$ cat src/hdl/opdec_pkg.sv
// Behaviour
// - Decode 0F escape special-register moves; 22/23/26 write, 20/21/24 read.
// - Decode 0F BE/BF as sign-extending load; low bit picks width, one clock.
// - Decode 0F B6/B7 as zero-extending load; one clock in both modes.
// - 0F FF is the designated invalid opcode; 1 clock real, 8-125 protected.
package opdec_pkg;

    // ==========================================
    // Opcode bytes
    localparam logic [7:0] ESCAPE_BYTE   = 8'h0f;
    localparam logic [7:0] OP_CR_READ    = 8'h20;
    localparam logic [7:0] OP_DR_READ    = 8'h21;
    localparam logic [7:0] OP_CR_WRITE   = 8'h22;
    localparam logic [7:0] OP_DR_WRITE   = 8'h23;
    localparam logic [7:0] OP_TR_READ    = 8'h24;
    localparam logic [7:0] OP_TR_WRITE   = 8'h26;
    localparam logic [6:0] OP_SX_UPPER   = 7'h5f;  // B[111w] without w
    localparam logic [6:0] OP_ZX_UPPER   = 7'h5b;  // B[011w] without w
    localparam logic [7:0] OP_INVALID    = 8'hff;
    localparam logic [1:0] MOD_REGISTER  = 2'h3;

    // ==========================================
    // Special-register indices with their own counts
    localparam logic [2:0] SREG_CR0_IDX  = 3'h0;
    localparam logic [2:0] SREG_CR4_IDX  = 3'h4;
    localparam logic [2:0] SREG_TR6_IDX  = 3'h6;  // TR6 and above take the short counts

    // ==========================================
    // Clock counts, real / protected (cache-hit)
    localparam logic [7:0] CLK_ONE       = 8'h01;
    localparam logic [7:0] CLK_CR_WRITE  = 8'h14;  // 20 real, 18 protected (CR0)
    localparam logic [7:0] CLK_CR_WR_P   = 8'h12;
    localparam logic [7:0] CLK_CR_WR_O   = 8'h05;  // CR2/CR3 real and protected
    localparam logic [7:0] CLK_CR4_WR_P  = 8'h06;
    localparam logic [7:0] CLK_CR_READ   = 8'h06;
    localparam logic [7:0] CLK_DR_WRITE  = 8'h0a;
    localparam logic [7:0] CLK_DR_READ   = 8'h09;
    localparam logic [7:0] CLK_TR35_WR   = 8'h10;
    localparam logic [7:0] CLK_TR35_RD   = 8'h08;
    localparam logic [7:0] CLK_TR67_WR   = 8'h0b;
    localparam logic [7:0] CLK_TR67_RD   = 8'h03;
    localparam logic [7:0] CLK_INV_MIN   = 8'h08;
    localparam logic [7:0] CLK_INV_MAX   = 8'h7d;

    // ==========================================
    // Decoded instruction classes
    typedef enum logic [2:0] {
        CLASS_NONE,
        CLASS_SPECIAL_WRITE,
        CLASS_SPECIAL_READ,
        CLASS_SIGN_EXTEND,
        CLASS_ZERO_EXTEND,
        CLASS_INVALID
    } op_class_t;

    typedef enum logic [1:0] {
        SREG_CONTROL,
        SREG_DEBUG,
        SREG_TEST
    } sreg_kind_t;

endpackage

$ cat src/hdl/opdec_clock_table.sv
`timescale 1ns/1ps
module opdec_clock_table (
    input  wire logic [2:0] class_in,
    input  wire logic [1:0] kind_in,
    input  wire logic [2:0] sreg_in,
    input  wire logic       protected_in,
    output logic      [7:0] clocks_min_out,
    output logic      [7:0] clocks_max_out
);
    // ==========================================
    // Best-case counts; misses stall downstream
    logic [7:0] base;
    logic [7:0] top;
    always_comb begin
        base = opdec_pkg::CLK_ONE;
        top  = opdec_pkg::CLK_ONE;
        case (opdec_pkg::op_class_t'(class_in))
            opdec_pkg::CLASS_SPECIAL_WRITE: begin
                if (kind_in == 2'(opdec_pkg::SREG_CONTROL)) begin
                    if (sreg_in == opdec_pkg::SREG_CR0_IDX) begin
                        base = protected_in ? opdec_pkg::CLK_CR_WR_P
                                            : opdec_pkg::CLK_CR_WRITE;
                    end else if (sreg_in == opdec_pkg::SREG_CR4_IDX && protected_in) begin
                        base = opdec_pkg::CLK_CR4_WR_P;
                    end else begin
                        base = opdec_pkg::CLK_CR_WR_O;
                    end
                end else if (kind_in == 2'(opdec_pkg::SREG_DEBUG)) begin
                    base = opdec_pkg::CLK_DR_WRITE;
                end else begin
                    base = (sreg_in >= opdec_pkg::SREG_TR6_IDX) ? opdec_pkg::CLK_TR67_WR
                                                                : opdec_pkg::CLK_TR35_WR;
                end
                top = base;
            end
            opdec_pkg::CLASS_SPECIAL_READ: begin
                if (kind_in == 2'(opdec_pkg::SREG_CONTROL)) begin
                    base = opdec_pkg::CLK_CR_READ;
                end else if (kind_in == 2'(opdec_pkg::SREG_DEBUG)) begin
                    base = opdec_pkg::CLK_DR_READ;
                end else begin
                    base = (sreg_in >= opdec_pkg::SREG_TR6_IDX) ? opdec_pkg::CLK_TR67_RD
                                                                : opdec_pkg::CLK_TR35_RD;
                end
                top = base;
            end
            opdec_pkg::CLASS_INVALID: begin
                base = protected_in ? opdec_pkg::CLK_INV_MIN : opdec_pkg::CLK_ONE;
                top  = protected_in ? opdec_pkg::CLK_INV_MAX : opdec_pkg::CLK_ONE;
            end
            default: begin
                base = opdec_pkg::CLK_ONE;
                top  = opdec_pkg::CLK_ONE;
            end
        endcase
    end

    assign clocks_min_out = base;
    assign clocks_max_out = top;
endmodule

$ cat src/hdl/core_opcode_decode_slice.sv
`timescale 1ns/1ps
module core_opcode_decode_slice (
    input  wire logic       sys_clk_in,
    input  wire logic       rstn_in,
    input  wire logic       valid_in,
    input  wire logic [7:0] byte0_in,
    input  wire logic [7:0] byte1_in,
    input  wire logic [7:0] modrm_in,
    input  wire logic       protected_in,
    output logic            valid_out,
    output logic      [2:0] class_out,
    output logic            ext_word_src_out,
    output logic      [1:0] sreg_kind_out,
    output logic      [2:0] sreg_index_out,
    output logic      [2:0] gpr_index_out,
    output logic      [7:0] clocks_min_out,
    output logic      [7:0] clocks_max_out
);
    // ==========================================
    // Combinational decode
    wire        is_escape  = (byte0_in == opdec_pkg::ESCAPE_BYTE);
    wire        reg_mode   = (modrm_in[7:6] == opdec_pkg::MOD_REGISTER);
    wire        sp_write   = is_escape && reg_mode &&
                             (byte1_in == opdec_pkg::OP_CR_WRITE ||
                              byte1_in == opdec_pkg::OP_DR_WRITE ||
                              byte1_in == opdec_pkg::OP_TR_WRITE);
    wire        sp_read    = is_escape && reg_mode &&
                             (byte1_in == opdec_pkg::OP_CR_READ ||
                              byte1_in == opdec_pkg::OP_DR_READ ||
                              byte1_in == opdec_pkg::OP_TR_READ);
    wire        sign_ext   = is_escape && (byte1_in[7:1] == opdec_pkg::OP_SX_UPPER);
    wire        zero_ext   = is_escape && (byte1_in[7:1] == opdec_pkg::OP_ZX_UPPER);
    wire        invalid_op = is_escape && (byte1_in == opdec_pkg::OP_INVALID);
    // Low three bits of the second byte tell control, debug and test apart
    wire [1:0]  kind       = (byte1_in[2:0] == opdec_pkg::OP_CR_WRITE[2:0] ||
                              byte1_in[2:0] == opdec_pkg::OP_CR_READ[2:0]) ?
                             2'(opdec_pkg::SREG_CONTROL) :
                             (byte1_in[2:0] == opdec_pkg::OP_DR_WRITE[2:0] ||
                              byte1_in[2:0] == opdec_pkg::OP_DR_READ[2:0]) ?
                             2'(opdec_pkg::SREG_DEBUG) : 2'(opdec_pkg::SREG_TEST);
    wire [2:0]  next_class = !valid_in  ? 3'(opdec_pkg::CLASS_NONE) :
                             sp_write   ? 3'(opdec_pkg::CLASS_SPECIAL_WRITE) :
                             sp_read    ? 3'(opdec_pkg::CLASS_SPECIAL_READ) :
                             sign_ext   ? 3'(opdec_pkg::CLASS_SIGN_EXTEND) :
                             zero_ext   ? 3'(opdec_pkg::CLASS_ZERO_EXTEND) :
                             invalid_op ? 3'(opdec_pkg::CLASS_INVALID) :
                                          3'(opdec_pkg::CLASS_NONE);
    // Special moves: eee field picks the register, r/m the general one
    wire        is_special = sp_write || sp_read;
    wire [2:0]  next_gpr   = is_special ? modrm_in[2:0] : modrm_in[5:3];
    wire [7:0]  next_min;
    wire [7:0]  next_max;

    opdec_clock_table u_table (
        .class_in       (next_class),
        .kind_in        (kind),
        .sreg_in        (modrm_in[5:3]),
        .protected_in   (protected_in),
        .clocks_min_out (next_min),
        .clocks_max_out (next_max)
    );

    // ==========================================
    // Registered outputs
    always_ff @(posedge sys_clk_in) begin
        if (!rstn_in) begin
            valid_out        <= 1'b0;
            class_out        <= 3'(opdec_pkg::CLASS_NONE);
            ext_word_src_out <= 1'b0;
            sreg_kind_out    <= 2'(opdec_pkg::SREG_CONTROL);
            sreg_index_out   <= 3'h0;
            gpr_index_out    <= 3'h0;
            clocks_min_out   <= opdec_pkg::CLK_ONE;
            clocks_max_out   <= opdec_pkg::CLK_ONE;
        end else begin
            valid_out        <= next_class != 3'(opdec_pkg::CLASS_NONE);
            class_out        <= next_class;
            ext_word_src_out <= byte1_in[0];
            sreg_kind_out    <= kind;
            sreg_index_out   <= modrm_in[5:3];
            gpr_index_out    <= next_gpr;
            clocks_min_out   <= next_min;
            clocks_max_out   <= next_max;
        end
    end

    // ==========================================
    // Checks
    a_special_write: assert property (@(posedge sys_clk_in) disable iff (!rstn_in)
        valid_in && sp_write |=> class_out == 3'(opdec_pkg::CLASS_SPECIAL_WRITE))
        else $error("special write not decoded");
    a_sign_one_clk: assert property (@(posedge sys_clk_in) disable iff (!rstn_in)
        valid_in && sign_ext |=> clocks_max_out == opdec_pkg::CLK_ONE &&
        ext_word_src_out == $past(byte1_in[0]))
        else $error("sign extend wrong");
    a_zero_one_clk: assert property (@(posedge sys_clk_in) disable iff (!rstn_in)
        valid_in && zero_ext |=> class_out == 3'(opdec_pkg::CLASS_ZERO_EXTEND) &&
        clocks_min_out == opdec_pkg::CLK_ONE)
        else $error("zero extend wrong");
    a_invalid_range: assert property (@(posedge sys_clk_in) disable iff (!rstn_in)
        valid_in && invalid_op && protected_in |=>
        clocks_min_out == opdec_pkg::CLK_INV_MIN &&
        clocks_max_out == opdec_pkg::CLK_INV_MAX)
        else $error("invalid opcode count wrong");
    a_best_case: assert property (@(posedge sys_clk_in) disable iff (!rstn_in)
        valid_out |-> clocks_min_out <= clocks_max_out)
        else $error("count range inverted");

    // Reset clears every output to its idle value on the next edge
    a_reset_idle: assert property (@(posedge sys_clk_in)
        !rstn_in |=> !valid_out && class_out == 3'(opdec_pkg::CLASS_NONE) &&
        clocks_min_out == opdec_pkg::CLK_ONE &&
        clocks_max_out == opdec_pkg::CLK_ONE)
        else $error("outputs not idle after reset");

    // Valid and class must always agree
    a_valid_class: assert property (@(posedge sys_clk_in) disable iff (!rstn_in)
        valid_out == (class_out != 3'(opdec_pkg::CLASS_NONE)))
        else $error("valid and class disagree");

    // An idle cycle never produces a decoded instruction
    a_idle_quiet: assert property (@(posedge sys_clk_in) disable iff (!rstn_in)
        !valid_in |=> !valid_out)
        else $error("decode without valid input");

    // Without the escape byte nothing in this slice is recognised
    a_no_escape: assert property (@(posedge sys_clk_in) disable iff (!rstn_in)
        byte0_in != opdec_pkg::ESCAPE_BYTE |=> !valid_out)
        else $error("decode without escape byte");

    // Special reads decode as reads
    a_special_read: assert property (@(posedge sys_clk_in) disable iff (!rstn_in)
        valid_in && sp_read |=> class_out == 3'(opdec_pkg::CLASS_SPECIAL_READ))
        else $error("special read not decoded");

    // Memory-form special moves are refused
    a_special_mem: assert property (@(posedge sys_clk_in) disable iff (!rstn_in)
        valid_in && is_escape && !reg_mode &&
        (byte1_in == opdec_pkg::OP_CR_WRITE || byte1_in == opdec_pkg::OP_TR_READ) |=>
        !valid_out)
        else $error("memory-form special move accepted");

    // Middle field picks the special register, low field the general one
    a_special_fields: assert property (@(posedge sys_clk_in) disable iff (!rstn_in)
        valid_in && is_special |=> sreg_index_out == $past(modrm_in[5:3]) &&
        gpr_index_out == $past(modrm_in[2:0]))
        else $error("special move fields wrong");

    // Debug moves carry the debug kind
    a_debug_kind: assert property (@(posedge sys_clk_in) disable iff (!rstn_in)
        valid_in && is_special && (byte1_in == opdec_pkg::OP_DR_WRITE ||
        byte1_in == opdec_pkg::OP_DR_READ) |=>
        sreg_kind_out == 2'(opdec_pkg::SREG_DEBUG))
        else $error("debug kind wrong");

    // Test moves carry the test kind
    a_test_kind: assert property (@(posedge sys_clk_in) disable iff (!rstn_in)
        valid_in && is_special && (byte1_in == opdec_pkg::OP_TR_WRITE ||
        byte1_in == opdec_pkg::OP_TR_READ) |=>
        sreg_kind_out == 2'(opdec_pkg::SREG_TEST))
        else $error("test kind wrong");

    // CR0 write depends on the mode
    a_cr0_write: assert property (@(posedge sys_clk_in) disable iff (!rstn_in)
        valid_in && sp_write && byte1_in == opdec_pkg::OP_CR_WRITE &&
        modrm_in[5:3] == opdec_pkg::SREG_CR0_IDX |=>
        clocks_min_out == ($past(protected_in) ? opdec_pkg::CLK_CR_WR_P
                                               : opdec_pkg::CLK_CR_WRITE))
        else $error("control write count wrong");

    // Debug read counts do not depend on the mode
    a_debug_counts: assert property (@(posedge sys_clk_in) disable iff (!rstn_in)
        valid_in && sp_read && byte1_in == opdec_pkg::OP_DR_READ |=>
        clocks_min_out == opdec_pkg::CLK_DR_READ &&
        clocks_max_out == opdec_pkg::CLK_DR_READ)
        else $error("debug read count wrong");

    // Control reads take a fixed count
    a_control_read: assert property (@(posedge sys_clk_in) disable iff (!rstn_in)
        valid_in && sp_read && byte1_in == opdec_pkg::OP_CR_READ |=>
        clocks_max_out == opdec_pkg::CLK_CR_READ)
        else $error("control read count wrong");

    // Sign-extending loads take the sign class and keep the destination
    a_sign_class: assert property (@(posedge sys_clk_in) disable iff (!rstn_in)
        valid_in && sign_ext |=> class_out == 3'(opdec_pkg::CLASS_SIGN_EXTEND) &&
        gpr_index_out == $past(modrm_in[5:3]))
        else $error("sign extend class wrong");

    // Zero-extending loads report the width bit as given
    a_zero_width: assert property (@(posedge sys_clk_in) disable iff (!rstn_in)
        valid_in && zero_ext |=> ext_word_src_out == $past(byte1_in[0]) &&
        clocks_max_out == opdec_pkg::CLK_ONE)
        else $error("zero extend width wrong");

    // Invalid opcode in real mode is a single clock
    a_invalid_real: assert property (@(posedge sys_clk_in) disable iff (!rstn_in)
        valid_in && invalid_op && !protected_in |=>
        class_out == 3'(opdec_pkg::CLASS_INVALID) &&
        clocks_max_out == opdec_pkg::CLK_ONE)
        else $error("invalid opcode real count wrong");

    c_special_read: cover property (@(posedge sys_clk_in) disable iff (!rstn_in)
        class_out == 3'(opdec_pkg::CLASS_SPECIAL_READ));
    c_sign_ext: cover property (@(posedge sys_clk_in) disable iff (!rstn_in)
        class_out == 3'(opdec_pkg::CLASS_SIGN_EXTEND));
    c_invalid_prot: cover property (@(posedge sys_clk_in) disable iff (!rstn_in)
        clocks_max_out == opdec_pkg::CLK_INV_MAX);
    c_zero_ext: cover property (@(posedge sys_clk_in) disable iff (!rstn_in)
        class_out == 3'(opdec_pkg::CLASS_ZERO_EXTEND));
    c_special_write: cover property (@(posedge sys_clk_in) disable iff (!rstn_in)
        class_out == 3'(opdec_pkg::CLASS_SPECIAL_WRITE));
endmodule

$ cat config.mk
export PLATFORM = sky130hd
export DESIGN_NAME = core_opcode_decode_slice
export DESIGN_NICKNAME = d
export VERILOG_FILES = /design/src/hdl/opdec_pkg.sv /design/src/hdl/opdec_clock_table.sv /design/src/hdl/core_opcode_decode_slice.sv
export SDC_FILE = /design/constraint.sdc
export NUM_CORES = 1
export LEC_CHECK = 0
export ABC_AREA = 1
export BUFFER_PORTS_ARGS = -buffer_cell sky130_fd_sc_hd__buf_2
export CAP_MARGIN = 20
export CORE_MARGIN = 2
export CORE_UTILIZATION = 48
export DETAILED_ROUTE_END_ITERATION = 7
export MAX_ROUTING_LAYER = met4
export PLACE_DENSITY = 0.8
export SYNTH_ARGS = -nofsm -noshare
export SYNTH_HDL_FRONTEND = slang
export SYNTH_HIERARCHICAL = 1
export SYNTH_SLANG_ARGS = --single-unit
$ cat constraint.sdc
create_clock -name sys_clk_in -period 2.45 [get_ports sys_clk_in]
set_input_delay 0.245 -clock sys_clk_in [delete_from_list [all_inputs] [get_ports sys_clk_in]]
set_output_delay 0.245 -clock sys_clk_in [all_outputs]
set_load 0.01 [all_outputs]
==> flow_metrics.tcl <==
set metrics [dict create \
    cp_slowest_stage_delay_ps 330 \
    clk_pin_slew_ps 80 \
    wl_met3_um 136 \
    grt_max_degree 27 \
    seq_area_frac_synth_pct 41.4 \
    die_w_um 58.1 \
    synth_top_family_by_area "simple AND/OR/NAND/NOR gates" \
    cap_violations 0 \
    dp_cells 283 \
    via_per_inst 4.40 \
    cts.sinks 29 \
    post_drt_wl_per_cell_um 8.60 \
    worstPathMaxFanout 6 \
    ant_nets 0 \
    fp-row-count 19 \
    clockBufferDepth 2 \
    syn_to_final_growth_pct 21.5 \
    hold_class "in -> reg" \
    top_layer "met4" \
    grt_overflow 0 \
    synth-adder-area-share_pct 0 \
    rsz0062_at_grt "no" \
    final_layout_size_suffix_gt1_share_pct 31.9 \
    synth_mux_area_share_pct 0 \
    wirelength_mm 2.50 \
    p_total_uw 828 \
    numCtsBuffers 5 \
    setup_viol 0 \
    max_freq_ghz 0.558 \
    final_area_um2 1700 \
    cp.arrival_ps 1980 \
    finalCriticalPeriod_ps 1790 \
    post-route-period-util_pct 73.2 \
    worstSetupStartpointType "input pin" \
    syn_inst 204 \
    vias 1280 \
    gp_congestion 0.935 \
    route.met2.wl_mm 1.31 \
    p_leak_uw 0.00109 \
    grt_usage_pct 17.0 \
    hold_viol_final 0 \
    critical_path_class "in -> reg" \
    grt_pass1_vias 1111 \
    htreeDepth 2 \
    first_iter_violations 24 \
    die_h_um 58.1 \
    firstDrtPassIters 4 \
    slowest_stage "nor2_1" \
    yosysWarningCount 6 \
    synth-simple-area-share_pct 37.6 \
    drc 0 \
    placed_area_um2 1660 \
    synth_area_per_cell_um2 6.88 \
    die_area_um2 3370 \
    ys_ff_latch 29 \
    initial_core_util_pct 50.9 \
    boundaryPins 57 \
    grt_pass1_wl_mm 4.30 \
    final_cell_mix "buf_2 (56), nand2_1 (48), inv_1 (43), dfxtp_1 (29), nor2_1 (24)" \
    end_kind "flip-flop" \
    postCtsSetupBuffers 0 \
    cts_tree "done" \
    core_area_um2 2760 \
    nets 287 \
    cp_cell_sequence "buf_2 > nor2_1 > nand2_1 > nor2_4 > nand3_1 > nand2_1 > inv_1 > nor2_1 > nand3b_4 > nor2_1 > nor2_1 > nand2_1 > or2_2" \
    ir_drop_v 0.000344 \
    antenna_found_initial 0 \
    layout.cells.non_filler 291 \
    synth-xor-area-share_pct 0 \
    final_common_cell "buf_2" \
    antennaDiodeCount 0 \
    io_buffers 56 \
    critical_path.most_common_cell "nor2_1" \
    cp_data_required_time_ps 2640 \
    cts_resized 0 \
    cts_hold_buf 0 \
    clock-root-buffer "clkbuf_4" \
    place_hpwl_mm 2.01 \
    slew_violations 0 \
    status "finished clean" \
    synth_compound_area_share_pct 2.59 \
    met1_length_mm 1.01 \
    synth_area_um2 1400 \
    p_per_area_nw_per_um2 486 \
    synth_cell_type_count 23 \
    fin_setup_tns_ps 0 \
]
worst max-delay path: cells and delay by family:
kind / cells / cell delay (ps)
AND/OR/NAND/NOR: 11 / 1610
buffers and inverters: 2 / 130
per-layer routing:
metal	vias to the layer above	global-route usage, %
met2	39	28.7
met1	543	18.3
met4	0	10.3
met3	5	3.57
met5	-	-
li1	693	-
where the power goes:
group	switching [µW]	total (µW)	internal (µW)
clock	136	251	114
sequential	2.16	484	482
combinational	56.6	93.1	36.5
total	195	828	633
metrics by stage:
stage	util [%]	setup slack, ps	hold slack, ps
CTS	61.8	664	145
global route	61.8	404	161
detailed placement	60.0	329	466
floorplan	-	585	317
global placement	60.0	399	465
finish	61.8	657	158
layout make-up:
class | instances | area (µm²)
multi-input cells | 120 | 579
repair buffers | 56 | 280
well taps | 31 | 38.8
fillers | 265 | 1050
clock buffers | 8 | 48.8
inverters | 47 | 176
flip-flops and latches | 29 | 581
cells by family after synthesis:
family / after synthesis
buf+inv: 58
compound gates: 6
simple gates: 110
flops: 29
other cells: 1
flip-flops by register name (all words and copies together) (netlist names):
| signal | count |
|---|---|
| valid_out | 1 |
| gpr_index_out | 3 |
| clocks_max_out | 8 |
| sreg_kind_out | 2 |
| ext_word_src_out | 1 |
| clocks_min_out | 8 |
| class_out | 3 |
| sreg_index_out | 3 |
Yosys cell counts:
cell type | count | share of area (%)
nand2_1 | 48 | 13
nand4_1 | 1 | 0.45
nand3_1 | 19 | 6.8
or2_2 | 2 | 0.89
clkbuf_1 | 1 | 0.27
dfxtp_1 | 29 | 41
o21ai_0 | 3 | 1.1
nor2_1 | 24 | 6.4
buf_4 | 8 | 4.3
conb_1 | 1 | 0.27
a21oi_1 | 1 | 0.36
buf_2 | 1 | 0.36
nand3_2 | 3 | 2.1
nor2_4 | 4 | 3.2
nor2_2 | 2 | 0.89
nand3b_4 | 1 | 1.4
nand2_2 | 5 | 2.2
o211ai_1 | 1 | 0.54
inv_1 | 43 | 12
dlygate4sd1_1 | 1 | 0.62
o21ai_2 | 1 | 0.62
inv_2 | 4 | 1.1
nor3_1 | 1 | 0.36
worst paths after layout:
kind	startpoint	to	slack (ps)	cells past startpoint
worst max-delay path	byte0_in[5]	clocks_max_out[0]	660	13
worst min-delay path	modrm_in[3]	sreg_index_out[0]	160	3
(Power assumes the default switching activity.)
